==> src/design/irs_pkg.sv <==
// Register map, field layout and constants for the reference select block
// Operation
// - Bypass bit skips glitch-free reference multiplexer
// - Hold bit keeps crystal buffer after switchback
// - Secondary buffer gain: 0 minimum, 1 maximum
// - Primary buffer gain select, resets to maximum
// - Reference divider code 0 bypass, else N+1
// - Feedback divider code 0 bypass, else N+1
// - Source select: auto, pin, primary, secondary
// - Secondary mode: single, differential, crystal, disabled
package irs_pkg;
   // Register indices; byte address is four times the index
   localparam logic [5:0] IRS_IDX_INPUT_SELECT = 6'h32;
   localparam logic [5:0] IRS_IDX_INPUT_CLOCK_CONTROL = 6'h33;
   localparam logic [5:0] IRS_IDX_REFERENCE_DIVIDER = 6'h34;
   localparam logic [5:0] IRS_IDX_FEEDBACK_DIVIDER = 6'h35;
   localparam logic [5:0] IRS_IDX_STATUS = 6'h36;

   // Reset values
   localparam logic [7:0] IRS_RST_INPUT_SELECT = 8'h81;
   localparam logic [7:0] IRS_RST_INPUT_CLOCK_CONTROL = 8'h03;
   localparam logic [2:0] IRS_RST_REF_DIVIDE = 3'h0;
   localparam logic [4:0] IRS_RST_FB_DIVIDE = 5'h00;

   // Field positions
   localparam int IRS_BIT_MUX_BYPASS = 7;
   localparam int IRS_BIT_XTAL_HOLD = 2;
   localparam int IRS_BIT_SEC_GAIN = 1;
   localparam int IRS_BIT_PRI_GAIN = 0;
   localparam int IRS_POS_SEC_MODE = 6;
   localparam int IRS_POS_SRC_SEL = 0;
   localparam int IRS_REF_DIV_W = 3;
   localparam int IRS_FB_DIV_W = 5;

   // Reference source selection codes
   localparam logic [1:0] IRS_SRC_AUTO = 2'h0;
   localparam logic [1:0] IRS_SRC_PIN = 2'h1;
   localparam logic [1:0] IRS_SRC_PRIMARY = 2'h2;
   localparam logic [1:0] IRS_SRC_SECONDARY = 2'h3;

   // Secondary buffer modes
   localparam logic [1:0] IRS_SEC_SINGLE = 2'h0;
   localparam logic [1:0] IRS_SEC_DIFF = 2'h1;
   localparam logic [1:0] IRS_SEC_CRYSTAL = 2'h2;
   localparam logic [1:0] IRS_SEC_DISABLED = 2'h3;

   // Select pin levels: 0 primary, 1 mid level secondary, 2 or 3 automatic
   localparam logic [1:0] IRS_PIN_SECONDARY = 2'h1;

   // Loss-of-activity window for automatic selection
   localparam int IRS_CLK_MHZ = 25;
   localparam int IRS_LOS_NS = 640;
   localparam int IRS_LOS_CYCLES = (IRS_LOS_NS * IRS_CLK_MHZ) / 1000;
   localparam int IRS_LOS_W = 5;

   typedef enum logic [1:0] {
      IRS_MUX_RUN,
      IRS_MUX_DRAIN_OLD,
      IRS_MUX_WAIT_NEW
   } irs_mux_state_t;
endpackage : irs_pkg

==> src/design/irs_ref_select.sv <==
// Reference input select, glitch-free mux, buffer controls and PLL dividers
`timescale 1ns/1ns
module irs_ref_select (
   input wire logic hclk, // System clock, 25 MHz
   input wire logic hresetn, // Asynchronous reset, active low
   input wire logic hsel, // Slave select
   input wire logic [31:0] haddr, // Byte address
   input wire logic [1:0] htrans, // Transfer type
   input wire logic hwrite, // Write when high
   input wire logic [2:0] hsize, // Transfer size, word only
   input wire logic [31:0] hwdata, // Write data
   input wire logic hready, // Bus ready in
   output logic [31:0] hrdata, // Read data
   output logic hreadyout, // Slave ready
   output logic hresp, // Always OKAY
   input wire logic primary_clk, // Primary reference input
   input wire logic secondary_clk, // Secondary reference input
   input wire logic feedback_clk, // PLL feedback clock
   input wire logic [1:0] reference_select_pin, // Three-level select pin code
   output logic ref_clk_out, // Muxed reference
   output logic ref_div_clk, // Reference after R divider
   output logic fb_div_clk, // Feedback after M divider
   output logic active_secondary, // Secondary is the current source
   output logic ref_mux_bypass, // Mux bypass control
   output logic primary_buffer_gain, // 1 maximum gain
   output logic secondary_buffer_gain, // 1 maximum gain
   output logic [1:0] secondary_buffer_mode, // Secondary buffer mode
   output logic secondary_buffer_enable // Secondary buffer powered
);
   import irs_pkg::*;

   logic [7:0] input_select;
   logic [7:0] input_clock_control;
   logic [IRS_REF_DIV_W-1:0] ref_divide_code;
   logic [IRS_FB_DIV_W-1:0] feedback_divide_code;
   logic [1:0] reference_source_select;
   logic secondary_xtal_hold;
   logic [5:0] data_index;
   logic data_write;
   logic read_wait;
   logic [4:0] sync1;
   logic [4:0] sync2;
   logic [2:0] last;
   logic pri_s;
   logic sec_s;
   logic fb_s;
   logic [1:0] pin_s;
   logic [IRS_LOS_W-1:0] pri_idle;
   logic [IRS_LOS_W-1:0] sec_idle;
   logic pri_ok;
   logic sec_ok;
   logic want_secondary;
   irs_mux_state_t mux_state;
   logic xtal_off;
   logic [IRS_REF_DIV_W-1:0] ref_cnt;
   logic [IRS_FB_DIV_W-1:0] fb_cnt;
   logic ref_last;

   // Next count of an N+1 divider on a rising input edge
   function automatic logic [4:0] div_step(input logic [4:0] cnt, input logic [4:0] code);
      div_step = (cnt >= code) ? 5'h0_0 : 5'(cnt + 5'h0_1);
   endfunction : div_step

   // High for the first half of the divide period
   function automatic logic div_level(input logic [4:0] cnt, input logic [4:0] code);
      logic [5:0] half;
      half = 6'(({1'b0, code} + 6'h0_2) >> 1);
      div_level = ({1'b0, cnt} < half);
   endfunction : div_level

   function automatic logic [7:0] read_mux(input logic [5:0] idx, input logic [7:0] sel,
      input logic [7:0] ctl, input logic [7:0] rdv, input logic [7:0] mdv,
      input logic [7:0] st);
      case (idx)
         IRS_IDX_INPUT_SELECT: read_mux = sel;
         IRS_IDX_INPUT_CLOCK_CONTROL: read_mux = ctl;
         IRS_IDX_REFERENCE_DIVIDER: read_mux = rdv;
         IRS_IDX_FEEDBACK_DIVIDER: read_mux = mdv;
         IRS_IDX_STATUS: read_mux = st;
         default: read_mux = 8'h0_0;
      endcase
   endfunction : read_mux

   assign reference_source_select = input_select[IRS_POS_SRC_SEL +: 2];
   assign secondary_buffer_mode = input_select[IRS_POS_SEC_MODE +: 2];
   assign ref_mux_bypass = input_clock_control[IRS_BIT_MUX_BYPASS];
   assign secondary_xtal_hold = input_clock_control[IRS_BIT_XTAL_HOLD];
   assign secondary_buffer_gain = input_clock_control[IRS_BIT_SEC_GAIN];
   assign primary_buffer_gain = input_clock_control[IRS_BIT_PRI_GAIN];
   assign hresp = 1'b0;
   assign hreadyout = !read_wait;

   // Bus address phase capture; reads take one wait state for a registered answer
   always_ff @(posedge hclk or negedge hresetn) begin
      if (!hresetn) begin
         data_index <= 6'h0_0;
         data_write <= 1'b0;
         read_wait <= 1'b0;
      end else begin
         read_wait <= 1'b0;
         data_write <= 1'b0;
         if (hready && hsel && htrans[1]) begin
            data_index <= haddr[7:2];
            data_write <= hwrite && (haddr[31:8] == 24'h00_0000);
            read_wait <= !hwrite;
         end
      end
   end

   always_ff @(posedge hclk or negedge hresetn) begin
      if (!hresetn) begin
         hrdata <= 32'h0000_0000;
      end else if (read_wait) begin
         hrdata <= {24'h00_0000, read_mux(data_index, input_select, input_clock_control,
            {5'h0_0, ref_divide_code}, {3'h0, feedback_divide_code},
            {4'h0, xtal_off, mux_state != IRS_MUX_RUN, secondary_buffer_enable,
             active_secondary})};
      end
   end

   always_ff @(posedge hclk or negedge hresetn) begin
      if (!hresetn) begin
         input_select <= IRS_RST_INPUT_SELECT;
         input_clock_control <= IRS_RST_INPUT_CLOCK_CONTROL;
         ref_divide_code <= IRS_RST_REF_DIVIDE;
         feedback_divide_code <= IRS_RST_FB_DIVIDE;
      end else if (data_write) begin
         case (data_index)
            IRS_IDX_INPUT_SELECT: input_select <= hwdata[7:0];
            IRS_IDX_INPUT_CLOCK_CONTROL: input_clock_control <= hwdata[7:0];
            IRS_IDX_REFERENCE_DIVIDER: ref_divide_code <= hwdata[IRS_REF_DIV_W-1:0];
            IRS_IDX_FEEDBACK_DIVIDER: feedback_divide_code <= hwdata[IRS_FB_DIV_W-1:0];
            default: ;
         endcase
      end
   end

   // Pins are asynchronous to hclk; only the second stage is read
   always_ff @(posedge hclk or negedge hresetn) begin
      if (!hresetn) begin
         sync1 <= 5'h0_0;
         sync2 <= 5'h0_0;
         last <= 3'h0;
      end else begin
         sync1 <= {reference_select_pin, feedback_clk, secondary_clk, primary_clk};
         sync2 <= sync1;
         last <= sync2[2:0];
      end
   end
   assign pri_s = sync2[0];
   assign sec_s = sync2[1];
   assign fb_s = sync2[2];
   assign pin_s = sync2[4:3];

   // Activity monitors feeding automatic selection
   always_ff @(posedge hclk or negedge hresetn) begin
      if (!hresetn) begin
         pri_idle <= '0;
         sec_idle <= '0;
      end else begin
         if (pri_s != last[0])
            pri_idle <= '0;
         else if (pri_idle < IRS_LOS_W'(IRS_LOS_CYCLES))
            pri_idle <= IRS_LOS_W'(pri_idle + 1'b1);
         if (sec_s != last[1])
            sec_idle <= '0;
         else if (sec_idle < IRS_LOS_W'(IRS_LOS_CYCLES))
            sec_idle <= IRS_LOS_W'(sec_idle + 1'b1);
      end
   end
   assign pri_ok = pri_idle < IRS_LOS_W'(IRS_LOS_CYCLES);
   assign sec_ok = sec_idle < IRS_LOS_W'(IRS_LOS_CYCLES);

   always_comb begin
      case (reference_source_select)
         IRS_SRC_PRIMARY: want_secondary = 1'b0;
         IRS_SRC_SECONDARY: want_secondary = 1'b1;
         IRS_SRC_PIN: begin
            if (pin_s == 2'h0)
               want_secondary = 1'b0;
            else if (pin_s == IRS_PIN_SECONDARY)
               want_secondary = 1'b1;
            else
               want_secondary = !pri_ok && sec_ok;
         end
         default: want_secondary = !pri_ok && sec_ok;
      endcase
   end

   // without bypass, switch only after old source low, then new source low; bypass switches at once
   always_ff @(posedge hclk or negedge hresetn) begin
      if (!hresetn) begin
         mux_state <= IRS_MUX_RUN;
         active_secondary <= 1'b0;
         ref_clk_out <= 1'b0;
      end else begin
         case (mux_state)
            IRS_MUX_RUN: begin
               if (ref_mux_bypass) begin
                  active_secondary <= want_secondary;
                  ref_clk_out <= want_secondary ? sec_s : pri_s;
               end else if (want_secondary != active_secondary) begin
                  mux_state <= IRS_MUX_DRAIN_OLD;
                  ref_clk_out <= active_secondary ? sec_s : pri_s;
               end else begin
                  ref_clk_out <= active_secondary ? sec_s : pri_s;
               end
            end
            IRS_MUX_DRAIN_OLD: begin
               if (!(active_secondary ? sec_s : pri_s)) begin
                  ref_clk_out <= 1'b0;
                  active_secondary <= want_secondary;
                  mux_state <= IRS_MUX_WAIT_NEW;
               end else begin
                  ref_clk_out <= 1'b1;
               end
            end
            IRS_MUX_WAIT_NEW: begin
               ref_clk_out <= 1'b0;
               // Resume on a falling edge of the new source so its low phase stays whole;
               // a dead new source held low is let through to avoid hanging here
               if (active_secondary ? (!sec_s && (last[1] || !sec_ok)) :
                   (!pri_s && (last[0] || !pri_ok)))
                  mux_state <= IRS_MUX_RUN;
            end
            default: mux_state <= IRS_MUX_RUN;
         endcase
      end
   end

   // crystal buffer off after a switchback through the glitch-free mux unless held
   always_ff @(posedge hclk or negedge hresetn) begin
      if (!hresetn) begin
         xtal_off <= 1'b0;
      end else if (want_secondary || secondary_xtal_hold) begin
         xtal_off <= 1'b0;
      end else if (mux_state == IRS_MUX_WAIT_NEW && !active_secondary) begin
         xtal_off <= 1'b1;
      end
   end

   // mode decides buffer power; only crystal mode obeys the hold bit
   assign secondary_buffer_enable = (secondary_buffer_mode != IRS_SEC_DISABLED) &&
      !(secondary_buffer_mode == IRS_SEC_CRYSTAL && xtal_off);

   // reference divider by code plus one
   always_ff @(posedge hclk or negedge hresetn) begin
      if (!hresetn) begin
         ref_cnt <= '0;
         ref_last <= 1'b0;
         ref_div_clk <= 1'b0;
      end else begin
         ref_last <= ref_clk_out;
         if (ref_clk_out && !ref_last)
            ref_cnt <= IRS_REF_DIV_W'(div_step({2'h0, ref_cnt}, {2'h0, ref_divide_code}));
         if (ref_divide_code == IRS_RST_REF_DIVIDE)
            ref_div_clk <= ref_clk_out;
         else
            ref_div_clk <= div_level({2'h0, ref_cnt}, {2'h0, ref_divide_code});
      end
   end

   // feedback divider by code plus one
   always_ff @(posedge hclk or negedge hresetn) begin
      if (!hresetn) begin
         fb_cnt <= '0;
         fb_div_clk <= 1'b0;
      end else begin
         if (fb_s && !last[2])
            fb_cnt <= div_step(fb_cnt, feedback_divide_code);
         if (feedback_divide_code == IRS_RST_FB_DIVIDE)
            fb_div_clk <= fb_s;
         else
            fb_div_clk <= div_level(fb_cnt, feedback_divide_code);
      end
   end
endmodule : irs_ref_select

==> config.mk <==
export PLATFORM = sky130hd
export DESIGN_NAME = irs_ref_select
export DESIGN_NICKNAME = d
export VERILOG_FILES = /design/src/design/irs_pkg.sv /design/src/design/irs_ref_select.sv
export SDC_FILE = /design/constraint.sdc
export NUM_CORES = 1
export LEC_CHECK = 0
export BUFFER_PORTS_ARGS = -buffer_cell sky130_fd_sc_hd__buf_2
export CAP_MARGIN = 0
export CORE_MARGIN = 2
export CORE_UTILIZATION = 50
export DETAILED_ROUTE_END_ITERATION = 6
export PLACE_DENSITY = 0.87
export SYNTH_ARGS = -nofsm -noshare
export SYNTH_HDL_FRONTEND = slang
export SYNTH_SLANG_ARGS = --single-unit
export TNS_END_PERCENT = 1
==> constraint.sdc <==
create_clock -name hclk -period 2.1 [get_ports hclk]
set_input_delay 0.63 -clock hclk [delete_from_list [all_inputs] [get_ports hclk]]
set_output_delay 0.63 -clock hclk [all_outputs]
set_load 0.1 [all_outputs]
==> flow_metrics.env, run 1 <==
export IMPL_status="complete, no violations"
export IMPL_grt_start_max_net_pins=36
export IMPL_leakage_nw=2.197
export IMPL_mostFrequentLayoutCell="dfrtp_1"
export IMPL_crit_type="reg2out"
export IMPL_required_ps=1470
export IMPL_grt_pass1_vias=2876
export IMPL_h_tree_depth=3
export IMPL_cts_setup_buffers=0
export IMPL_dp_hpwl_um=6152
export IMPL_whs_ps=219.9
export IMPL_synthDistinctLibCells=49
export IMPL_grt_overflow=0
export IMPL_routed_wl_um=8370
export IMPL_num_rows=32
export IMPL_start_util_pct=52.09
export IMPL_hold_buffers=0
export IMPL_worst_ir_drop_vdd_mv=0.5824
export IMPL_die_area_sq_um=8828
export IMPL_drive_above_1_share_pct=30.47
export IMPL_synth_edf_count=0
export IMPL_syn_avg_cell_area_sq_um=11.21
export IMPL_drt_iter0_markers=154
export IMPL_min_period_ps=2019
export IMPL_synth_ff_type="dfrtp_1"
export IMPL_synth_seq_area_share_pct=48.98
export IMPL_cts_root_buffer="clkbuf_8"
export IMPL_met1_usage_pct=26.35
export IMPL_hp_class="in2async"
export IMPL_diodes=0
export IMPL_drc=0
export IMPL_fp_dieW_um=93.96
export IMPL_met2_usage_pct=31.85
export IMPL_fin_cells=545
export IMPL_power_density_nw_per_um2=1013
export IMPL_crit_path_start_kind="register"
export IMPL_ys_ff_latch=79
export IMPL_grt_setup_unrepaired="false"
export IMPL_slew_violations=0
export IMPL_area_growth_pct=15.21
export IMPL_path_max_fanout=7
export IMPL_clock_sinks=79
export IMPL_antenna_found_initial=0
export IMPL_io_pins=123
export IMPL_end_kind="output pin"
export IMPL_fmax_ghz=0.4953
export IMPL_cts_tree="yes"
export IMPL_drt_pass1_iter_count=4
export IMPL_post_cts_resized=0
export IMPL_viasPerCell=5.439
export IMPL_clock_skew_ps=9.031
export IMPL_yosys_warnings=0
export IMPL_clk_pin_slew_worst_paths_ps=80
export IMPL_wl_per_cell_um=15.36
export IMPL_nets=542
export IMPL_top_usage_layer="met2"
export IMPL_grt_total_usage_pct=20.18
export IMPL_clkLatencyLatePin_ps=350
export IMPL_fillerInstances=602
export IMPL_synthesis_area_sq_um=4046
export IMPL_finalHoldViolCount=0
export IMPL_design_core_area_sq_um=7767
export IMPL_vias=2964
export IMPL_final_cell_mix="dfrtp_1, buf_2, mux2_2"
export IMPL_setup_viol_count_final=0
export IMPL_grt_pass1_wl_um=13700
export IMPL_grtUsageMet3_pct=5.136
export IMPL_drv_cap=0
export IMPL_dieHeight_um=93.96
export IMPL_portBuffers=67
export IMPL_cts_buffers=9
export IMPL_post_route_period_util_pct=96.14
export IMPL_cp_arrival_ps=1390
export IMPL_ant_nets=0
export IMPL_ctsLongestPathBuffers=2
export IMPL_placedCellCount=529
export IMPL_synth_cells=361
export IMPL_gp_congestion=0.8578
export IMPL_async_flop_share_pct=100.0
[sequential cells by signal, summed over array words and instances (netlist names), 5 cells and up]
register	cells
input_select	8
sync1	5
fb_cnt	5
feedback_divide_code	5
sec_idle	5
hrdata	8
input_clock_control	8
sync2	5
data_index	6
pri_idle	5
[metal layers]
metal  wire length [um]  share of wire (%)
met1               3566                 43
met3                399                4.8
met2               4209                 50
met5                  0                  0
met4                195                2.3
[worst paths after layout]
kind                       slack (ps)                     end            start  cells after the start
setup / recovery                   80               hreadyout        read_wait                      2
hold / removal                    220             pri_idle[2]          hresetn                      1
setup reg to reg                  130            mux_state[1]  input_select[0]                      5
hold reg to reg                   350                sync2[3]         sync1[3]                      0
max in group asynchronous        1280  input_clock_control[0]          hresetn                      2
min in group hclk                 350                sync2[3]         sync1[3]                      0
[synth_stat cells (8+ instances only)]
| master | instances | area [sq um] |
|---|---|---|
| ha_1 | 25 | 312.8 |
| inv_1 | 17 | 63.81 |
| nand2_1 | 16 | 60.06 |
| o21ai_0 | 12 | 60.06 |
| mux2i_1 | 9 | 90.09 |
| buf_4 | 28 | 210.2 |
| nand3_1 | 10 | 50.05 |
| a21oi_1 | 8 | 40.04 |
| nand2b_1 | 9 | 56.30 |
| dfrtp_1 | 75 | 1877 |
| nor2_1 | 24 | 90.09 |
| mux2_2 | 32 | 360.4 |
[critical path, stage by stage (launching register included)]
cell     delay [ps]
dfrtp_1         480
inv_1           130
buf_2           430
[logic make-up after synthesis]
family	share of synthesized area [%]
AO/OA/AOI/OAI	10.61
XOR/XNOR	2.164
adder cells (fa/ha/maj)	7.730
buffers and inverters	7.390
flip-flops	48.98
multiplexers	11.13
other	0.09268
AND/OR/NAND/NOR	11.90
[power by group]
group	switching, W	internal (W)
clock network	0.000529	0.000669
logic	0.00108	0.000476
registers	0.000245	0.00172
total	0.00185	0.00287
[through the flow]
stage          utilization [%]  setup slack (ps)  TNS (ps)  power (W)  instance area, sq um
6_report                 60.02             81.02         0   0.004722                  4662
2_1_floorplan                -            -36.27    -72.55   0.003204                  4141
3_3_place_gp             57.26             202.5         0   0.003437                  4448
5_1_grt                  60.02             11.29         0   0.004954                  4662
4_1_cts                  59.94             36.70         0   0.004736                  4656
3_5_place_dp             57.26             127.6         0   0.003520                  4448
[layout make-up]
type	instances	area [sq um]	area share, %
Inverter	18	67.56	1.449
Tap cell	102	127.6	2.738
Clock inverter	4	72.57	1.557
Multi-Input combinational cell	255	1862	39.94
Timing Repair Buffer	75	412.9	8.857
Clock buffer	12	135.1	2.899
Sequential cell	79	1984	42.57
(Power assumes the default switching activity.)
==> inputs of run 2 (changes only) <==
- GPL_TIMING_DRIVEN: not set -> 0
==> run 2 against run 1 <==
Compared with the run above:
- die area unchanged
- core utilization up 3.1 points
- global-route usage up 0.22 points
- highest routed layer unchanged
==> flow_metrics.env, run 2 (synthesis gave the netlist of run 1 again) <==
export IMPL_ant_nets=0
export IMPL_setup_ws_ps=117.1
export IMPL_h_tree_depth=3
export IMPL_p_seq_share_pct=40.1
export IMPL_swShare_pct=39.39
export IMPL_required_ps=1470
export IMPL_ctsLongestPathBuffers=2
export IMPL_grt_pass1_wl_um=13790
export IMPL_reg2reg_from="input_select[0]"
export IMPL_final_util_pct=63.11
export IMPL_routed_wl_um=8516
export IMPL_clk_pin_slew_worst_paths_ps=80
export IMPL_clock_skew_ps=5.932
export IMPL_finalHoldViolCount=0
export IMPL_power_w=0.004849
export IMPL_leakage_nw=2.349
export IMPL_fin_area_sq_um=4902
export IMPL_grt_overflow=0
export IMPL_path_max_fanout=7
export IMPL_portBuffers=67
export IMPL_status="complete, no violations"
export IMPL_num_rows=32
export IMPL_hp_class="in2async"
export IMPL_drt_iter0_markers=137
export IMPL_cts_tree="yes"
export IMPL_cts_root_buffer="clkbuf_8"
export IMPL_gp_congestion=0.8340
export IMPL_start_util_pct=52.09
export IMPL_grt_pass1_vias=2960
export IMPL_dp_slack_ps=-28.85
export IMPL_cts_setup_buffers=0
export IMPL_antenna_found_initial=0
export IMPL_clockPowerShare_pct=26.5
export IMPL_whs_ps=202.2
export IMPL_area_growth_pct=21.15
export IMPL_grt_total_usage_pct=20.40
export IMPL_crit_type="reg2out"
export IMPL_cts_buffers=9
export IMPL_design_core_area_sq_um=7767
export IMPL_dieHeight_um=93.96
export IMPL_fmax_ghz=0.5043
export IMPL_mostFrequentLayoutCell="dfrtp_1"
export IMPL_io_pins=123
export IMPL_fp_dieW_um=93.96
export IMPL_power_density_nw_per_um2=989.2
export IMPL_drive_above_1_share_pct=34.33
export IMPL_p_switching_w=0.001910
export IMPL_reg_largest_list="hrdata: 8 flops, input_clock_control: 8 flops, input_select: 8 flops"
export IMPL_end_kind="output pin"
export IMPL_grt_start_max_net_pins=49
export IMPL_dp_hpwl_um=6359
export IMPL_setup_viol_count_final=0
export IMPL_drv_cap=0
export IMPL_final_cell_mix="dfrtp_1, buf_2, mux2_2"
export IMPL_slew_violations=0
export IMPL_clock_sinks=79
export IMPL_post_route_period_util_pct=94.42
export IMPL_grt_setup_unrepaired="false"
export IMPL_cp_arrival_ps=1350
export IMPL_combPwrFrac_pct=33.4
export IMPL_drc=0
export IMPL_dpl_cell_area_sq_um=4634
export IMPL_drt_pass1_iter_count=4
export IMPL_nets=568
export IMPL_hold_buffers=0
export IMPL_vias=3050
export IMPL_crit_path_start_kind="register"
export IMPL_min_period_ps=1983
export IMPL_clkLatencyLatePin_ps=350
export IMPL_tightestPinTransition_ps=602.4
export IMPL_worst_ir_drop_vdd_mv=0.6597
export IMPL_wl_per_cell_um=14.89
export IMPL_viasPerCell=5.332
export IMPL_slew_headroom_pct=59.42
export IMPL_p_int_w=0.002939
export IMPL_die_area_sq_um=8828
export IMPL_critPathLaunch="read_wait"
## run 2: cell type report
cell class              instances  area, sq um
repair buffers                 68        376.6
clock buffers                  10        137.6
clock inverters                 6        92.59
diodes                          1        2.502
inverters                      18        67.56
flip-flops and latches         79         1983
multi-input cells             255         1883
fillers                       619         2865
plain buffers                  33        231.5
well taps                     102        127.6
## run 2: final timing paths
| check | end | slack, ps | cells past startpoint |
|---|---|---|---|
| max reg2reg | mux_state[0] | 120 | 5 |
| min | pri_idle[2] | 200 | 1 |
| max | hreadyout | 120 | 2 |
| min in group hclk | sync2[2] | 350 | 0 |
| min reg2reg | sync2[2] | 350 | 0 |
| max in group asynchronous | input_select[0] | 1270 | 2 |
## run 2: power by group through the flow
stage / Sequential [W] / Combinational, W / Clock (W)
final: 0.00194 / 0.00162 / 0.00128
after global routing: 0.00197 / 0.00176 / 0.00137
after floorplan: 0.00227 / 0.000930 / 0
after global placement: 0.00194 / 0.00153 / 0
after detailed placement: 0.00196 / 0.00160 / 0
after CTS: 0.00194 / 0.00162 / 0.00130
## run 2: metrics by stage
step,setup TNS (ps),std cells
2_1_floorplan,-72.55,385
3_3_place_gp,-4732,554
3_5_place_dp,-136.9,555
4_1_cts,0,571
5_1_grt,0,571
6_report,0,572
## run 2: repair_timing
item                                    in CTS  in global routing
gates resized for setup                      3                  5
hold endpoints to repair                     0                  0
endpoints found under the setup margin      10                  5
pin swaps                                    0                  1
## run 2: routing by layer
| layer | GRT usage (%) | vias up | wire length [um] |
|---|---|---|---|
| met5 | 0 | - | 0 |
| met4 | 10.63 | 0 | 243 |
| met3 | 3.050 | 21 | 396 |
| met2 | 33.57 | 90 | 4268 |
| met1 | 26.08 | 1495 | 3607 |
| li1 | - | 1444 | - |
## run 2: worst max-delay path: stages, from the launching register on
cell,delay (ps)
dfrtp_1,470
inv_1,250
buf_6,270
==> inputs of run 3 (changes only) <==
- CORE_ASPECT_RATIO: not set -> 1.75
- PLACE_DENSITY: 0.87 -> 0.78
==> run 3 against run 2 <==
Compared with the run above:
- flip-flop and latch count is the same
- wire length is 2.7% lower
- core utilization down 1.0 points
- worst hold slack got worse by 83 ps
- global-route usage fell by 0.60 points
- non-clock buffer count unchanged
- first-iteration DRC count fell by 47%
- sequential share of layout area fell by 0.052 points
- critical path depth unchanged
==> flow_metrics.env, run 3 (synthesis gave the netlist of run 1 again) <==
export IMPL_viasPerCell=5.290
export IMPL_reg2reg_from="input_select[0]"
export IMPL_diodes=0
export IMPL_area_growth_pct=21.30
export IMPL_nets=568
export IMPL_dpl_cell_area_sq_um=4619
export IMPL_io_pins=123
export IMPL_power_density_nw_per_um2=1006
export IMPL_multi_input_area_sq_um=1877
export IMPL_end_kind="output pin"
export IMPL_tightestPinTransition_ps=604.7
export IMPL_dieHeight_um=123.0
export IMPL_drt_pass1_iter_count=4
export IMPL_grt_total_usage_pct=19.80
export IMPL_gp_congestion=0.8026
export IMPL_fmax_ghz=0.4931
export IMPL_clock_skew_ps=6.717
export IMPL_ant_nets=0
export IMPL_worst_path_max_delay_cell="dfrtp_1"
export IMPL_fin_area_sq_um=4908
export IMPL_setup_tns_ps=0
export IMPL_ctsLongestPathBuffers=2
export IMPL_drv_cap=0
export IMPL_num_rows=43
export IMPL_cpPeakStageDelay_ps=470
export IMPL_clkLatencyLatePin_ps=330
export IMPL_die_area_sq_um=8857
export IMPL_grt_start_max_net_pins=72
export IMPL_cts_buffers=9
export IMPL_portBuffers=67
export IMPL_worst_ir_drop_vdd_mv=0.9095
export IMPL_design_core_area_sq_um=7909
export IMPL_path_cells="inv_1, buf_4"
export IMPL_dp_hpwl_um=6204
export IMPL_setup_viol_count_final=0
export IMPL_grt_setup_unrepaired="false"
export IMPL_h_tree_depth=3
export IMPL_mostFrequentLayoutCell="dfrtp_1"
export IMPL_clk_pin_slew_worst_paths_ps=60
export IMPL_grt_pass1_vias=2866
export IMPL_grt_overflow=0
export IMPL_antenna_found_initial=0
export IMPL_finalHoldViolCount=0
export IMPL_path_max_fanout=7
export IMPL_post_route_period_util_pct=96.58
export IMPL_reg_largest_list="hrdata: 8 flops, input_clock_control: 8 flops, input_select: 8 flops"
export IMPL_whs_ps=118.9
export IMPL_vias=2957
export IMPL_status="complete, no violations"
export IMPL_grt_pass1_wl_um=13390
export IMPL_wl_per_cell_um=14.82
export IMPL_routed_wl_um=8285
export IMPL_cp_arrival_ps=1400
export IMPL_cts_setup_buffers=0
export IMPL_critPathLaunch="read_wait"
export IMPL_slew_headroom_pct=59.26
export IMPL_clock_sinks=79
export IMPL_required_ps=1470
export IMPL_min_period_ps=2028
export IMPL_slew_violations=0
export IMPL_final_cell_mix="dfrtp_1, buf_2, mux2_2"
export IMPL_fillerInstances=649
export IMPL_hp_class="in2async"
export IMPL_final_util_pct=62.06
export IMPL_leakage_nw=2.367
export IMPL_cts_root_buffer="clkbuf_16"
export IMPL_fp_dieW_um=72.01
export IMPL_drive_above_1_share_pct=33.48
export IMPL_crit_path_start_kind="register"
export IMPL_crit_type="reg2out"
export IMPL_drc=0
export IMPL_cts_tree="yes"
export IMPL_hold_buffers=0
export IMPL_seq_area_sq_um=1983
export IMPL_start_util_pct=51.16
export IMPL_drt_iter0_markers=73
==> run 3: cell count changes in the layout (fill, tap and decap cells not counted), moves of 2 or more <==
cell	delta
clkbuf_8	-9
clkbuf_16	+9
bufinv_16	-2
clkinv_2	+3
buf_2	+2
clkbuf_1	+2
==> run 3: stage by stage <==
| stage | total power [W] | std cells | setup WS, ps |
|---|---|---|---|
| floorplan | 0.003204 | 385 | -36.27 |
| global placement | 0.003482 | 542 | -245.3 |
| detailed placement | 0.003561 | 543 | 30.91 |
| CTS | 0.004979 | 559 | 28.63 |
| global route | 0.005179 | 559 | 19.92 |
| finish | 0.004937 | 559 | 71.89 |
==> run 3: per-layer routing <==
layer  global-route usage (%)  vias up  wire (um)
met2                    34.72       65       4553
met5                        0        -          0
met3                    4.238       13        265
met4                    9.316        0        164
met1                    22.71     1430       3301
li1                         -     1449          -
==> run 3: path summary, 6_finish.rpt <==
| check | cells past startpoint | end | slack [ps] |
|---|---|---|---|
| max in group asynchronous | 2 | input_select[7] | 1370 |
| worst max register to register | 5 | mux_state[1] | 100 |
| worst min-delay path | 1 | sec_idle[3] | 120 |
| min in group hclk | 0 | sync2[4] | 350 |
| worst max-delay path | 2 | hreadyout | 70 |
| worst min register to register | 0 | sync2[4] | 350 |
==> run 3: critical path, delay by kind of cell (launching register included) <==
family / cells / cell delay, ps
buffers and inverters: 2 / 590
flip-flops: 1 / 470
==> run 3: cell type report <==
class                   count  share of cell area, %
plain buffers              33                  4.716
clock buffers              12                  5.022
clock inverters             4                 0.4588
inverters                  18                  1.376
multi-input cells         255                  38.24
flip-flops and latches     79                  40.40
well taps                  90                  2.294
repair buffers             68                  7.494
==> run 3: where the power goes <==
group | switching [W] | total [W] | internal [W] | leakage [nW]
Combinational | 0.00109 | 0.00160 | 0.000508 | 1.26
Sequential | 0.000218 | 0.00194 | 0.00173 | 0.973
Clock | 0.000570 | 0.00140 | 0.000826 | 0.132
Total | 0.00188 | 0.00494 | 0.00306 | 2.37
==> run 3: timing repair <==
action,CTS,global route
pin swaps,0,0
gates resized for setup,2,1
endpoints found under the setup margin,7,8
